### src/core/dmb_pkg.sv
// Shared constants and types for the data memory bank addressing block
package dmb_pkg;

    // Memory bank numbers that the bank select field may hold
    localparam logic [3:0]  BANK0          = 4'h0;
    localparam logic [3:0]  BANK1          = 4'h1;
    localparam logic [3:0]  BANK2          = 4'h2;
    localparam logic [3:0]  BANK15         = 4'hF;

    // Low byte split: below it bank 0, from it up bank 15 (restricted direct)
    localparam logic [7:0]  DIRECT_SPLIT   = 8'h80;

    // Always reachable 1-bit direct areas, upper nibble of the low byte
    localparam logic [3:0]  MEMA_NIB_A     = 4'hB;
    localparam logic [3:0]  MEMA_NIB_B     = 4'hF;

    // Lowest address of the 1-bit indirect port area via L
    localparam logic [11:0] MEMB_BASE      = 12'hFC0;

    // Flag bit positions in a vector word
    localparam int          VEC_EMB_BIT    = 7;
    localparam int          VEC_ERB_BIT    = 6;

    // Bank select register layout: register bank field high, memory bank low
    localparam int          SB_SRB_MSB     = 7;
    localparam int          SB_SRB_LSB     = 4;
    localparam int          SB_SMB_MSB     = 3;
    localparam int          SB_SMB_LSB     = 0;

    // Reset values
    localparam logic [3:0]  SRB_RST        = 4'h0;
    localparam logic [3:0]  SMB_RST        = 4'h0;
    localparam logic [1:0]  WORK_BANK_RST  = 2'h0;
    localparam logic [7:0]  RDATA_ZERO     = 8'h00;

    // Flag selector for bit set and clear
    localparam logic        FLAG_SEL_EMB   = 1'b0;
    localparam logic        FLAG_SEL_ERB   = 1'b1;

    // Access modes
    typedef enum logic [2:0] {
        MODE_DIRECT     = 3'b000,
        MODE_IND_HL     = 3'b001,
        MODE_IND_WX     = 3'b010,
        MODE_IND_WL     = 3'b011,
        MODE_IND_SP     = 3'b100,
        MODE_BIT_MEMA   = 3'b101,
        MODE_BIT_MEMB_L = 3'b110,
        MODE_BIT_H_DA   = 3'b111
    } dmb_mode_t;

endpackage

### src/core/dmb_addr_gen.sv
// Combinational address former and window check for one data access
`timescale 1ns/10ps
module dmb_addr_gen (
    input  wire logic              i_emb,
    input  wire logic [3:0]        i_smb,
    input  wire dmb_pkg::dmb_mode_t i_mode,
    input  wire logic              i_byte,
    input  wire logic [7:0]        i_da,
    input  wire logic [9:0]        i_memb,
    input  wire logic [1:0]        i_bit_idx,
    input  wire logic [3:0]        i_reg_h,
    input  wire logic [3:0]        i_reg_l,
    input  wire logic [3:0]        i_reg_w,
    input  wire logic [3:0]        i_reg_x,
    input  wire logic [7:0]        i_sp,
    output logic      [11:0]       o_addr,
    output logic      [1:0]        o_bit,
    output logic                   o_ok
);

    logic [7:0] low;
    logic [3:0] bank;

    // Address and permission per mode
    always_comb begin
        low  = i_da;
        bank = dmb_pkg::BANK0;
        o_bit = i_bit_idx;
        o_ok  = 1'b1;
        case (i_mode)
            dmb_pkg::MODE_DIRECT: begin
                low = i_da;
                if (i_emb) begin
                    bank = i_smb;
                    o_ok = (i_smb != dmb_pkg::BANK15) || (i_da >= dmb_pkg::DIRECT_SPLIT);
                end else begin
                    // split between bank 0 and 15
                    bank = (i_da < dmb_pkg::DIRECT_SPLIT) ? dmb_pkg::BANK0 : dmb_pkg::BANK15;
                end
            end
            dmb_pkg::MODE_IND_HL: begin
                low = {i_reg_h, i_reg_l};
                if (i_emb) begin
                    bank = i_smb;
                    o_ok = (i_smb != dmb_pkg::BANK15) || (low >= dmb_pkg::DIRECT_SPLIT);
                end else begin
                    bank = dmb_pkg::BANK0;
                end
            end
            dmb_pkg::MODE_IND_WX: begin
                low  = {i_reg_w, i_reg_x};
                bank = dmb_pkg::BANK0;
            end
            dmb_pkg::MODE_IND_WL: begin
                low  = {i_reg_w, i_reg_l};
                bank = dmb_pkg::BANK0;
            end
            dmb_pkg::MODE_IND_SP: begin
                low  = i_sp;
                bank = dmb_pkg::BANK0;
            end
            dmb_pkg::MODE_BIT_MEMA: begin
                low  = i_da;
                bank = dmb_pkg::BANK15;
                o_ok = (i_da[7:4] == dmb_pkg::MEMA_NIB_A) || (i_da[7:4] == dmb_pkg::MEMA_NIB_B);
            end
            dmb_pkg::MODE_BIT_MEMB_L: begin
                // nibble from memb and L high bits
                {bank, low} = {i_memb, i_reg_l[3:2]};
                o_bit = i_reg_l[1:0];
                o_ok  = ({i_memb, i_reg_l[3:2]} >= dmb_pkg::MEMB_BASE);
            end
            dmb_pkg::MODE_BIT_H_DA: begin
                low = {i_reg_h, i_da[3:0]};
                if (i_emb) begin
                    bank = i_smb;
                    o_ok = (i_smb != dmb_pkg::BANK15) || (low >= dmb_pkg::DIRECT_SPLIT);
                end else begin
                    bank = dmb_pkg::BANK0;
                end
            end
            default: begin
                o_ok = 1'b0;
            end
        endcase
        // byte accesses pair on an even nibble
        if (i_byte) begin
            low[0] = 1'b0;
        end
        o_addr = {bank, low};
    end

endmodule

### src/core/dmb_bank_addr.sv
// Data memory bank select, flag handling and address generation top
`timescale 1ns/10ps
module dmb_bank_addr (
    input  wire logic               i_clk,
    input  wire logic               i_rst_b,
    input  wire logic               i_boot_load,
    input  wire logic               i_vec_take,
    input  wire logic [7:0]         i_vec_word,
    input  wire logic               i_iret,
    input  wire logic [1:0]         i_iret_flags,
    input  wire logic               i_flag_we,
    input  wire logic               i_flag_sel,
    input  wire logic               i_flag_val,
    input  wire logic               i_smb_we,
    input  wire logic [3:0]         i_smb_val,
    input  wire logic               i_srb_we,
    input  wire logic [1:0]         i_srb_val,
    input  wire logic               i_sb_pop,
    input  wire logic [7:0]         i_sb_pop_data,
    input  wire logic               i_acc_req,
    input  wire logic               i_acc_wr,
    input  wire dmb_pkg::dmb_mode_t i_acc_mode,
    input  wire logic               i_acc_byte,
    input  wire logic [7:0]         i_acc_da,
    input  wire logic [9:0]         i_acc_memb,
    input  wire logic [1:0]         i_bit_idx,
    input  wire logic [3:0]         i_reg_h,
    input  wire logic [3:0]         i_reg_l,
    input  wire logic [3:0]         i_reg_w,
    input  wire logic [3:0]         i_reg_x,
    input  wire logic [7:0]         i_sp,
    input  wire logic [7:0]         i_ram_rdata,
    output logic                    o_emb,
    output logic                    o_erb,
    output logic [3:0]              o_smb,
    output logic [3:0]              o_srb,
    output logic [7:0]              o_sb_push,
    output logic [1:0]              o_work_bank,
    output logic [1:0]              o_stack_flags,
    output logic [11:0]             o_ram_addr,
    output logic [1:0]              o_ram_bit,
    output logic                    o_ram_req,
    output logic                    o_ram_we,
    output logic                    o_acc_denied,
    output logic [7:0]              o_rd_data,
    output logic                    o_rd_valid
);

    typedef struct packed {
        logic        memory_bank_enable_flag;
        logic        register_bank_enable_flag;
        logic [3:0]  register_bank_select;
        logic [3:0]  memory_bank_select;
        logic [1:0]  work_bank;
        logic [1:0]  stk_flags;
        logic [11:0] addr;
        logic [1:0]  bitn;
        logic        req;
        logic        we;
        logic        denied;
        logic        s1_rd;
        logic        s1_ok;
        logic        s2_rd;
        logic        s2_ok;
        logic [7:0]  rdata;
        logic        rd_vld;
    } dmb_state_t;

    dmb_state_t st_r;
    dmb_state_t st_nxt;

    logic [11:0] gen_addr;
    logic [1:0]  gen_bit;
    logic        gen_ok;

    // Address former sees the current enable and bank select
    dmb_addr_gen u_gen (
        .i_emb     (st_r.memory_bank_enable_flag),
        .i_smb     (st_r.memory_bank_select),
        .i_mode    (i_acc_mode),
        .i_byte    (i_acc_byte),
        .i_da      (i_acc_da),
        .i_memb    (i_acc_memb),
        .i_bit_idx (i_bit_idx),
        .i_reg_h   (i_reg_h),
        .i_reg_l   (i_reg_l),
        .i_reg_w   (i_reg_w),
        .i_reg_x   (i_reg_x),
        .i_sp      (i_sp),
        .o_addr    (gen_addr),
        .o_bit     (gen_bit),
        .o_ok      (gen_ok)
    );

    // Next state of flags, bank select and access pipeline
    always_comb begin
        st_nxt = st_r;

        // Flags: boot load first, then interrupt entry, return, bit ops
        if (i_boot_load) begin
            // memory bank enable from word 0000H
            st_nxt.memory_bank_enable_flag = i_vec_word[dmb_pkg::VEC_EMB_BIT];
            // register bank enable from word 0000H
            st_nxt.register_bank_enable_flag = i_vec_word[dmb_pkg::VEC_ERB_BIT];
        end else if (i_vec_take) begin
            st_nxt.stk_flags = {st_r.memory_bank_enable_flag, st_r.register_bank_enable_flag};
            st_nxt.memory_bank_enable_flag = i_vec_word[dmb_pkg::VEC_EMB_BIT];
            st_nxt.register_bank_enable_flag = i_vec_word[dmb_pkg::VEC_ERB_BIT];
        end else if (i_iret) begin
            {st_nxt.memory_bank_enable_flag, st_nxt.register_bank_enable_flag} = i_iret_flags;
        end else if (i_flag_we) begin
            // bit set or clear, no bank check
            if (i_flag_sel == dmb_pkg::FLAG_SEL_EMB) begin
                st_nxt.memory_bank_enable_flag = i_flag_val;
            end else begin
                st_nxt.register_bank_enable_flag = i_flag_val;
            end
        end

        // Bank select register writes; pop restores the memory bank field and only the low two bits of the register bank field
        if (i_sb_pop) begin
            st_nxt.register_bank_select = {2'b00, i_sb_pop_data[dmb_pkg::SB_SRB_LSB +: 2]};
            st_nxt.memory_bank_select = i_sb_pop_data[dmb_pkg::SB_SMB_MSB:dmb_pkg::SB_SMB_LSB];
        end else begin
            if (i_srb_we) begin
                // only 0 to 3 can be stored
                st_nxt.register_bank_select = {2'b00, i_srb_val};
            end
            // only the four legal banks are taken
            if (i_smb_we && (i_smb_val == dmb_pkg::BANK0 || i_smb_val == dmb_pkg::BANK1 ||
                             i_smb_val == dmb_pkg::BANK2 || i_smb_val == dmb_pkg::BANK15)) begin
                st_nxt.memory_bank_select = i_smb_val;
            end
        end

        // working bank forced to 0 when disabled
        st_nxt.work_bank = st_nxt.register_bank_enable_flag ? st_nxt.register_bank_select[1:0] : dmb_pkg::WORK_BANK_RST;

        // Stage 1: address out, write gated by window
        st_nxt.addr   = gen_addr;
        st_nxt.bitn   = gen_bit;
        st_nxt.req    = i_acc_req && gen_ok;
        st_nxt.we     = i_acc_req && i_acc_wr && gen_ok;
        st_nxt.denied = i_acc_req && !gen_ok;
        st_nxt.s1_rd  = i_acc_req && !i_acc_wr;
        st_nxt.s1_ok  = gen_ok;

        // Stage 2: memory answers on i_ram_rdata
        st_nxt.s2_rd  = st_r.s1_rd;
        st_nxt.s2_ok  = st_r.s1_ok;

        // Stage 3: read result, zero when denied
        st_nxt.rd_vld = st_r.s2_rd;
        if (st_r.s2_rd) begin
            st_nxt.rdata = st_r.s2_ok ? i_ram_rdata : dmb_pkg::RDATA_ZERO;
        end
    end

    // State register
    always_ff @(posedge i_clk or negedge i_rst_b) begin
        if (!i_rst_b) begin
            st_r           <= '0;
            st_r.register_bank_select       <= dmb_pkg::SRB_RST;
            st_r.memory_bank_select       <= dmb_pkg::SMB_RST;
            st_r.work_bank <= dmb_pkg::WORK_BANK_RST;
            st_r.rdata     <= dmb_pkg::RDATA_ZERO;
        end else begin
            st_r <= st_nxt;
        end
    end

    // Outputs straight from the state register
    assign o_emb         = st_r.memory_bank_enable_flag;
    assign o_erb         = st_r.register_bank_enable_flag;
    assign o_smb         = st_r.memory_bank_select;
    assign o_srb         = st_r.register_bank_select;
    // register bank field high, memory bank field low
    assign o_sb_push     = {st_r.register_bank_select, st_r.memory_bank_select};
    assign o_work_bank   = st_r.work_bank;
    assign o_stack_flags = st_r.stk_flags;
    assign o_ram_addr    = st_r.addr;
    assign o_ram_bit     = st_r.bitn;
    assign o_ram_req     = st_r.req;
    assign o_ram_we      = st_r.we;
    assign o_acc_denied  = st_r.denied;
    assign o_rd_data     = st_r.rdata;
    assign o_rd_valid    = st_r.rd_vld;
endmodule

### config.mk
export PLATFORM = sky130hd
export DESIGN_NAME = dmb_bank_addr
export DESIGN_NICKNAME = d
export VERILOG_FILES = /design/src/core/dmb_pkg.sv /design/src/core/dmb_addr_gen.sv /design/src/core/dmb_bank_addr.sv
export SDC_FILE = /design/constraint.sdc
export NUM_CORES = 1
export LEC_CHECK = 0
export ABC_CLOCK_PERIOD_IN_PS = 1300
export BUFFER_PORTS_ARGS = -buffer_cell sky130_fd_sc_hd__buf_2
export CAP_MARGIN = 20
export CORE_AREA = 5 5 94 79
export DETAILED_ROUTE_END_ITERATION = 8
export DIE_AREA = 0 0 99 84
export PLACE_DENSITY = 0.86
export SLEW_MARGIN = 20
export SYNTH_ARGS = -nofsm -noshare
export SYNTH_HDL_FRONTEND = slang
export SYNTH_SLANG_ARGS = --single-unit
### constraint.sdc
create_clock -name i_clk -period 1.3 [get_ports i_clk]
set_input_delay 0.065 -clock i_clk [delete_from_list [all_inputs] [get_ports i_clk]]
set_output_delay 0.065 -clock i_clk [all_outputs]
set_load 0.02 [all_outputs]
# After elaboration in Yosys (flattened, before gate mapping)
# Index checks and enable logic that the tools add are counted.
[classes]
eq_ne = 14
n_mux = 22
bitwise_logic = 1
n_lt_le_gt_ge = 5
reduce_logical = 25
[op_table]
columns = ["op", "count"]
rows = [
  ["8-bit case mux with 7 select lines", 1],
  ["8-bit >= comparator, second input constant", 3],
  ["4-bit two-way mux", 5],
  ["4-bit case mux with 5 select lines", 1],
  ["8-bit two-way mux", 2],
  ["3-bit == test, second input constant", 4],
  ["4-bit == test, second input constant", 3],
  ["12-bit >= comparator, second input constant", 1],
  ["2-bit two-way mux", 6],
  ["8-bit less-than comparator, second input constant", 1],
  ["4-bit inequality test, second input constant", 2],
  ["1-bit logical OR", 7],
  ["3-bit by 2-bit == test with 1-bit output, second input constant", 2],
  ["1-bit logical AND", 6],
  ["1-bit two-way mux", 6],
  ["1-bit case mux with 5 select lines", 1],
  ["4-bit by 1-bit == test with 1-bit output, second input constant", 1],
  ["4-bit by 2-bit == test with 1-bit output, second input constant", 1],
  ["4-bit zero test", 1],
  ["2-bit AND reduction", 2],
  ["2-bit nonzero test", 2],
  ["4-bit nonzero test", 1],
  ["2-bit OR reduction", 2],
  ["3-bit by 1-bit == test with 1-bit output, second input constant", 1],
  ["other kinds (4)", 5],
]
[totals]
reg_bits = 44
out_inout_bits = 48
elab_cells = 85
inputBits = 93

# Depth between registers and ports, before layout
[depth]
depth_word = 8
mapped_depth = 6
mapped_depth_nobuf = 4

# Cells and area by module
# A second synthesis with hierarchy kept.
[hier_totals]
hier_cells = 256
hier_area_um2 = 2529.9
[by_module_without_submodules]
columns = ["module", "instances", "cells_per_inst", "area_per_inst_um2"]
rows = [
  ["dmb_bank_addr", 1, 164, 1869.3],
  ["dmb_addr_gen", 1, 92, 660.6],
]

# Worst setup path before layout
# No wires, ideal clock.
[synth_path]
path_kind = "register to register"
start = "register st_r, in the netlist o_emb"
end = "register st_r, in the netlist o_acc_denied"
arrival_ns = 1.245
stages_incl_launch_ff = 5
slack_ns = -0.011
setup_ns = 0.066
period_less_slack_ns = 1.311
path_buffers = 0
required_time_ns = 1.234
cell_sequence = "dfrtp_1 -> and4b_1 -> a21boi_1 -> a211oi_2 -> and2_1"
[synth_lines]
columns = ["element", "line_no", "rtl"]
rows = [
  ["start, declared", "dmb_bank_addr.sv:69", "dmb_state_t st_r;"],
  ["start signal, assigned", "dmb_bank_addr.sv:168", "st_r <= st_nxt;"],
]

==> flow_summary_export.csv <==
group,metric,value,unit
route,vias,2119,
pwr,p_switching,1.03,mW
pwr,p_comb_frac,0.272,
route,dr.pass1.iters,4,
worst_setup_path,end_kind,"flop",
outcome,status,"complete, no violations",
global_routing,grt_usage,0.149,
synth,synth_top_area_share,0.426,
worst_setup_path,worstPathRequired,1.48,ns
route,wirelength,6270,um
clocking,cts_tree,"yes",
placed_design,post-place-cells,428,
synth,synth_edf_count,0,
sta,finClkSkew,0.00497,ns
placed_design,port-buffer-count,128,
synth,yosys.cell_count.top_type,"buf_4",
worst_setup_path,reg2reg_to,"o_acc_denied",
synth,ys_types,36,
sta,finalMaxSlewViolations,0,
cells_and_area,finalNetCount,453,
pwr,swShare,0.298,
clocking,cts_max_path_buffers,2,
synth,synth_area,2460,um^2
global_routing,grt-ovfl-total,0,
sta,hold_viol,0,
sta,rsz0062_at_grt,"false",
route,wl_per_cell,14.0,um
worst_setup_path,critPathLaunchType,"flop",
worst_setup_path,arrival,1.44,ns
min_path,worstHoldStart,"i_bit_idx[0]",
floorplan,rows,27,
sta,tightest_slew,0.521,ns
route,final_antenna_net_count,0,
route,viasPerCell,4.73,
cells_and_area,antenna_cells,0,
floorplan,die_height,84,um
floorplan,die_w,99,um
synth,yosysWarnings,0,
flow_run,cap_violations,0,
placed_design,place.gp.congestion,0.801,
clocking,htreeDepth,2,
min_path,whs_endpoint,"o_ram_bit[0]",
pwr,ir_drop,0.465,mV
route,drtIter0Drc,91,
synth,synth_top_cells_by_count,"45 x buf_4, 42 x dfrtp_1, 21 x o21ai_0",
worst_setup_path,cp_max_fo,4,
cells_and_area,fin_cells,448,
floorplan,ios,141,
sta,maxSlewHeadroom,0.652,
synth,synth_ff_type,"dfrtp_1",
worst_setup_path,reg2reg_slack,0.04,ns
global_routing,first_global_vias,2207,
synth,synth_area_leaders,"dfrtp_1 43%, buf_4 14%, mux2i_1 6.5%, o21ai_0 4.3%, mux4_2 3.7%",
sta,fmax,0.794,GHz
clocking,cts_root_buffer,"clkbuf_8",
pwr,leakage,1.68,nW
sta,holdWs,0.0120,ns
clocking,clkSinkCount,42,
cells_and_area,layout-drive-gt1-share,0.463,
synth,synth_cells,252,
floorplan,die_area,8320,um^2
synth,synth-seq-cells,42,
synth,synth_area_leader_cell,"dfrtp_1",
min_path,whs_path_depth,2,
pwr,powerDensity,1080,nW/um^2
min_path,min_path_type,"input pin to flop",
sta,fin_crit_sh,0.969,
pwr,clkPwrFrac,0.292,
global_routing,grt_max_degree,23,
sta,tns,0,ns
clocking,clk_latency,0.29,ns
sta,setup_viol,0,
pwr,p_int,2.42,mW
worst_setup_path,crit_type,"flop to flop",
synth,avgSynthCellArea,9.78,um^2
route,route.detailed.drc,0,
pwr,power_frac_seq,0.435,
cells_and_area,area_growth,29.1,%
global_routing,antenna_found_initial,0,
worst_setup_path,reg2reg_depth,5,
placed_design,dp_slack,-0.0253,ns
global_routing,grt_pass1_wl,10000,um
worst_setup_path,r2r_start,"o_emb",
placed_design,dp_hpwl,5050,um
synth,ys_seq_area_frac,0.426,
clocking,cts.clk_slew.worst_paths,0.08,ns
floorplan,initial_core_util,0.378,
sta,worst_slack,0.0400,ns
synth,async_reset_ff_frac,1.00,
floorplan,design.core.area,6520,um^2
clocking,cts_buffers,5,
sta,finalCriticalPeriod,1.26,ns
==> registers in the layout, indices dropped and copies added, names as in the netlist, 2 cells and up <==
register,flops
o_stack_flags,2
o_srb,2
o_ram_bit,2
o_smb,4
o_ram_addr,12
o_work_bank,2
o_rd_data,8
st_nxt,3
==> timing repair <==
item	in CTS	in global routing
pin swaps	1	0
endpoints found under the setup margin	1	1
endpoints found under the hold margin	28	1
hold buffers	8	1
setup buffers	3	0
gates resized for setup	0	3
cloned	0	0
==> through the flow <==
stage	instance area (um^2)	util	power [mW]
2_1_floorplan	2480	-	2.21
3_3_place_gp	2950	0.452	2.41
3_5_place_dp	2950	0.452	2.43
4_1_cts	3160	0.484	3.49
5_1_grt	3180	0.488	3.64
6_report	3180	0.488	3.44
==> worst max-delay path by stage <==
| stage | from | to | slack, ns | cells past startpoint |
|---|---|---|---|---|
| after floorplan | o_emb | o_acc_denied | 0.08 | 4 |
| after global placement | o_emb | o_acc_denied | 0.03 | 4 |
| after detailed placement | i_acc_mode[2] | o_acc_denied | -0.03 | 5 |
| after CTS | o_smb[2] | o_acc_denied | 0.005 | 5 |
| after global routing | o_emb | o_acc_denied | 0.006 | 5 |
| final | o_emb | o_acc_denied | 0.04 | 5 |
==> cell usage in the layout, fill, tap and decap left out, types with 13 or more instances in the layout <==
cell     instances
nand2_1         14
dfrtp_1         41
a21oi_1         14
mux2i_1         16
buf_2          128
o21ai_0         21
nor2_1          14
inv_1           15
nand3_1         13
buf_4           14
==> power groups by stage <==
stage | logic, mW | registers [mW] | clock network [mW]
2_1_floorplan | 0.673 | 1.53 | 0
3_3_place_gp | 0.885 | 1.52 | 0
3_5_place_dp | 0.907 | 1.53 | 0
4_1_cts | 0.942 | 1.50 | 1.05
5_1_grt | 1.03 | 1.52 | 1.09
6_report | 0.938 | 1.50 | 1.01
==> metal layers <==
| layer | global-route usage | part of all wire | wire (um) |
|---|---|---|---|
| met2 | 0.259 | 0.51 | 3220 |
| met1 | 0.181 | 0.40 | 2520 |
| met4 | 0.0422 | 0.014 | 89 |
| met3 | 0.0409 | 0.071 | 444 |
| met5 | 0 | 0 | 0 |
==> critical path, cell delays in order, from the launching register on <==
cell and delay [ns]:
dfrtp_2 0.43, and4b_1 0.20, a21boi_2 0.14, a211oi_2 0.08, buf_4 0.15, and2_1 0.15
==> layout make-up <==
class	count	area [um^2]
inverter	15	56.3
clock inverter	1	30.0
timing repair buffer	152	856
tap	87	109
clock buffer	7	76.3
sequential	42	1050
fill	616	3340
multi-input combinational	144	1000
==> logic make-up after synthesis <==
kind of cell,synth area share
mux,0.134
other cells,0.00152
flops,0.426
simple gates,0.109
compound gates,0.151
buf+inv,0.178
No activity file was read; power rests on OpenSTA's default activity.
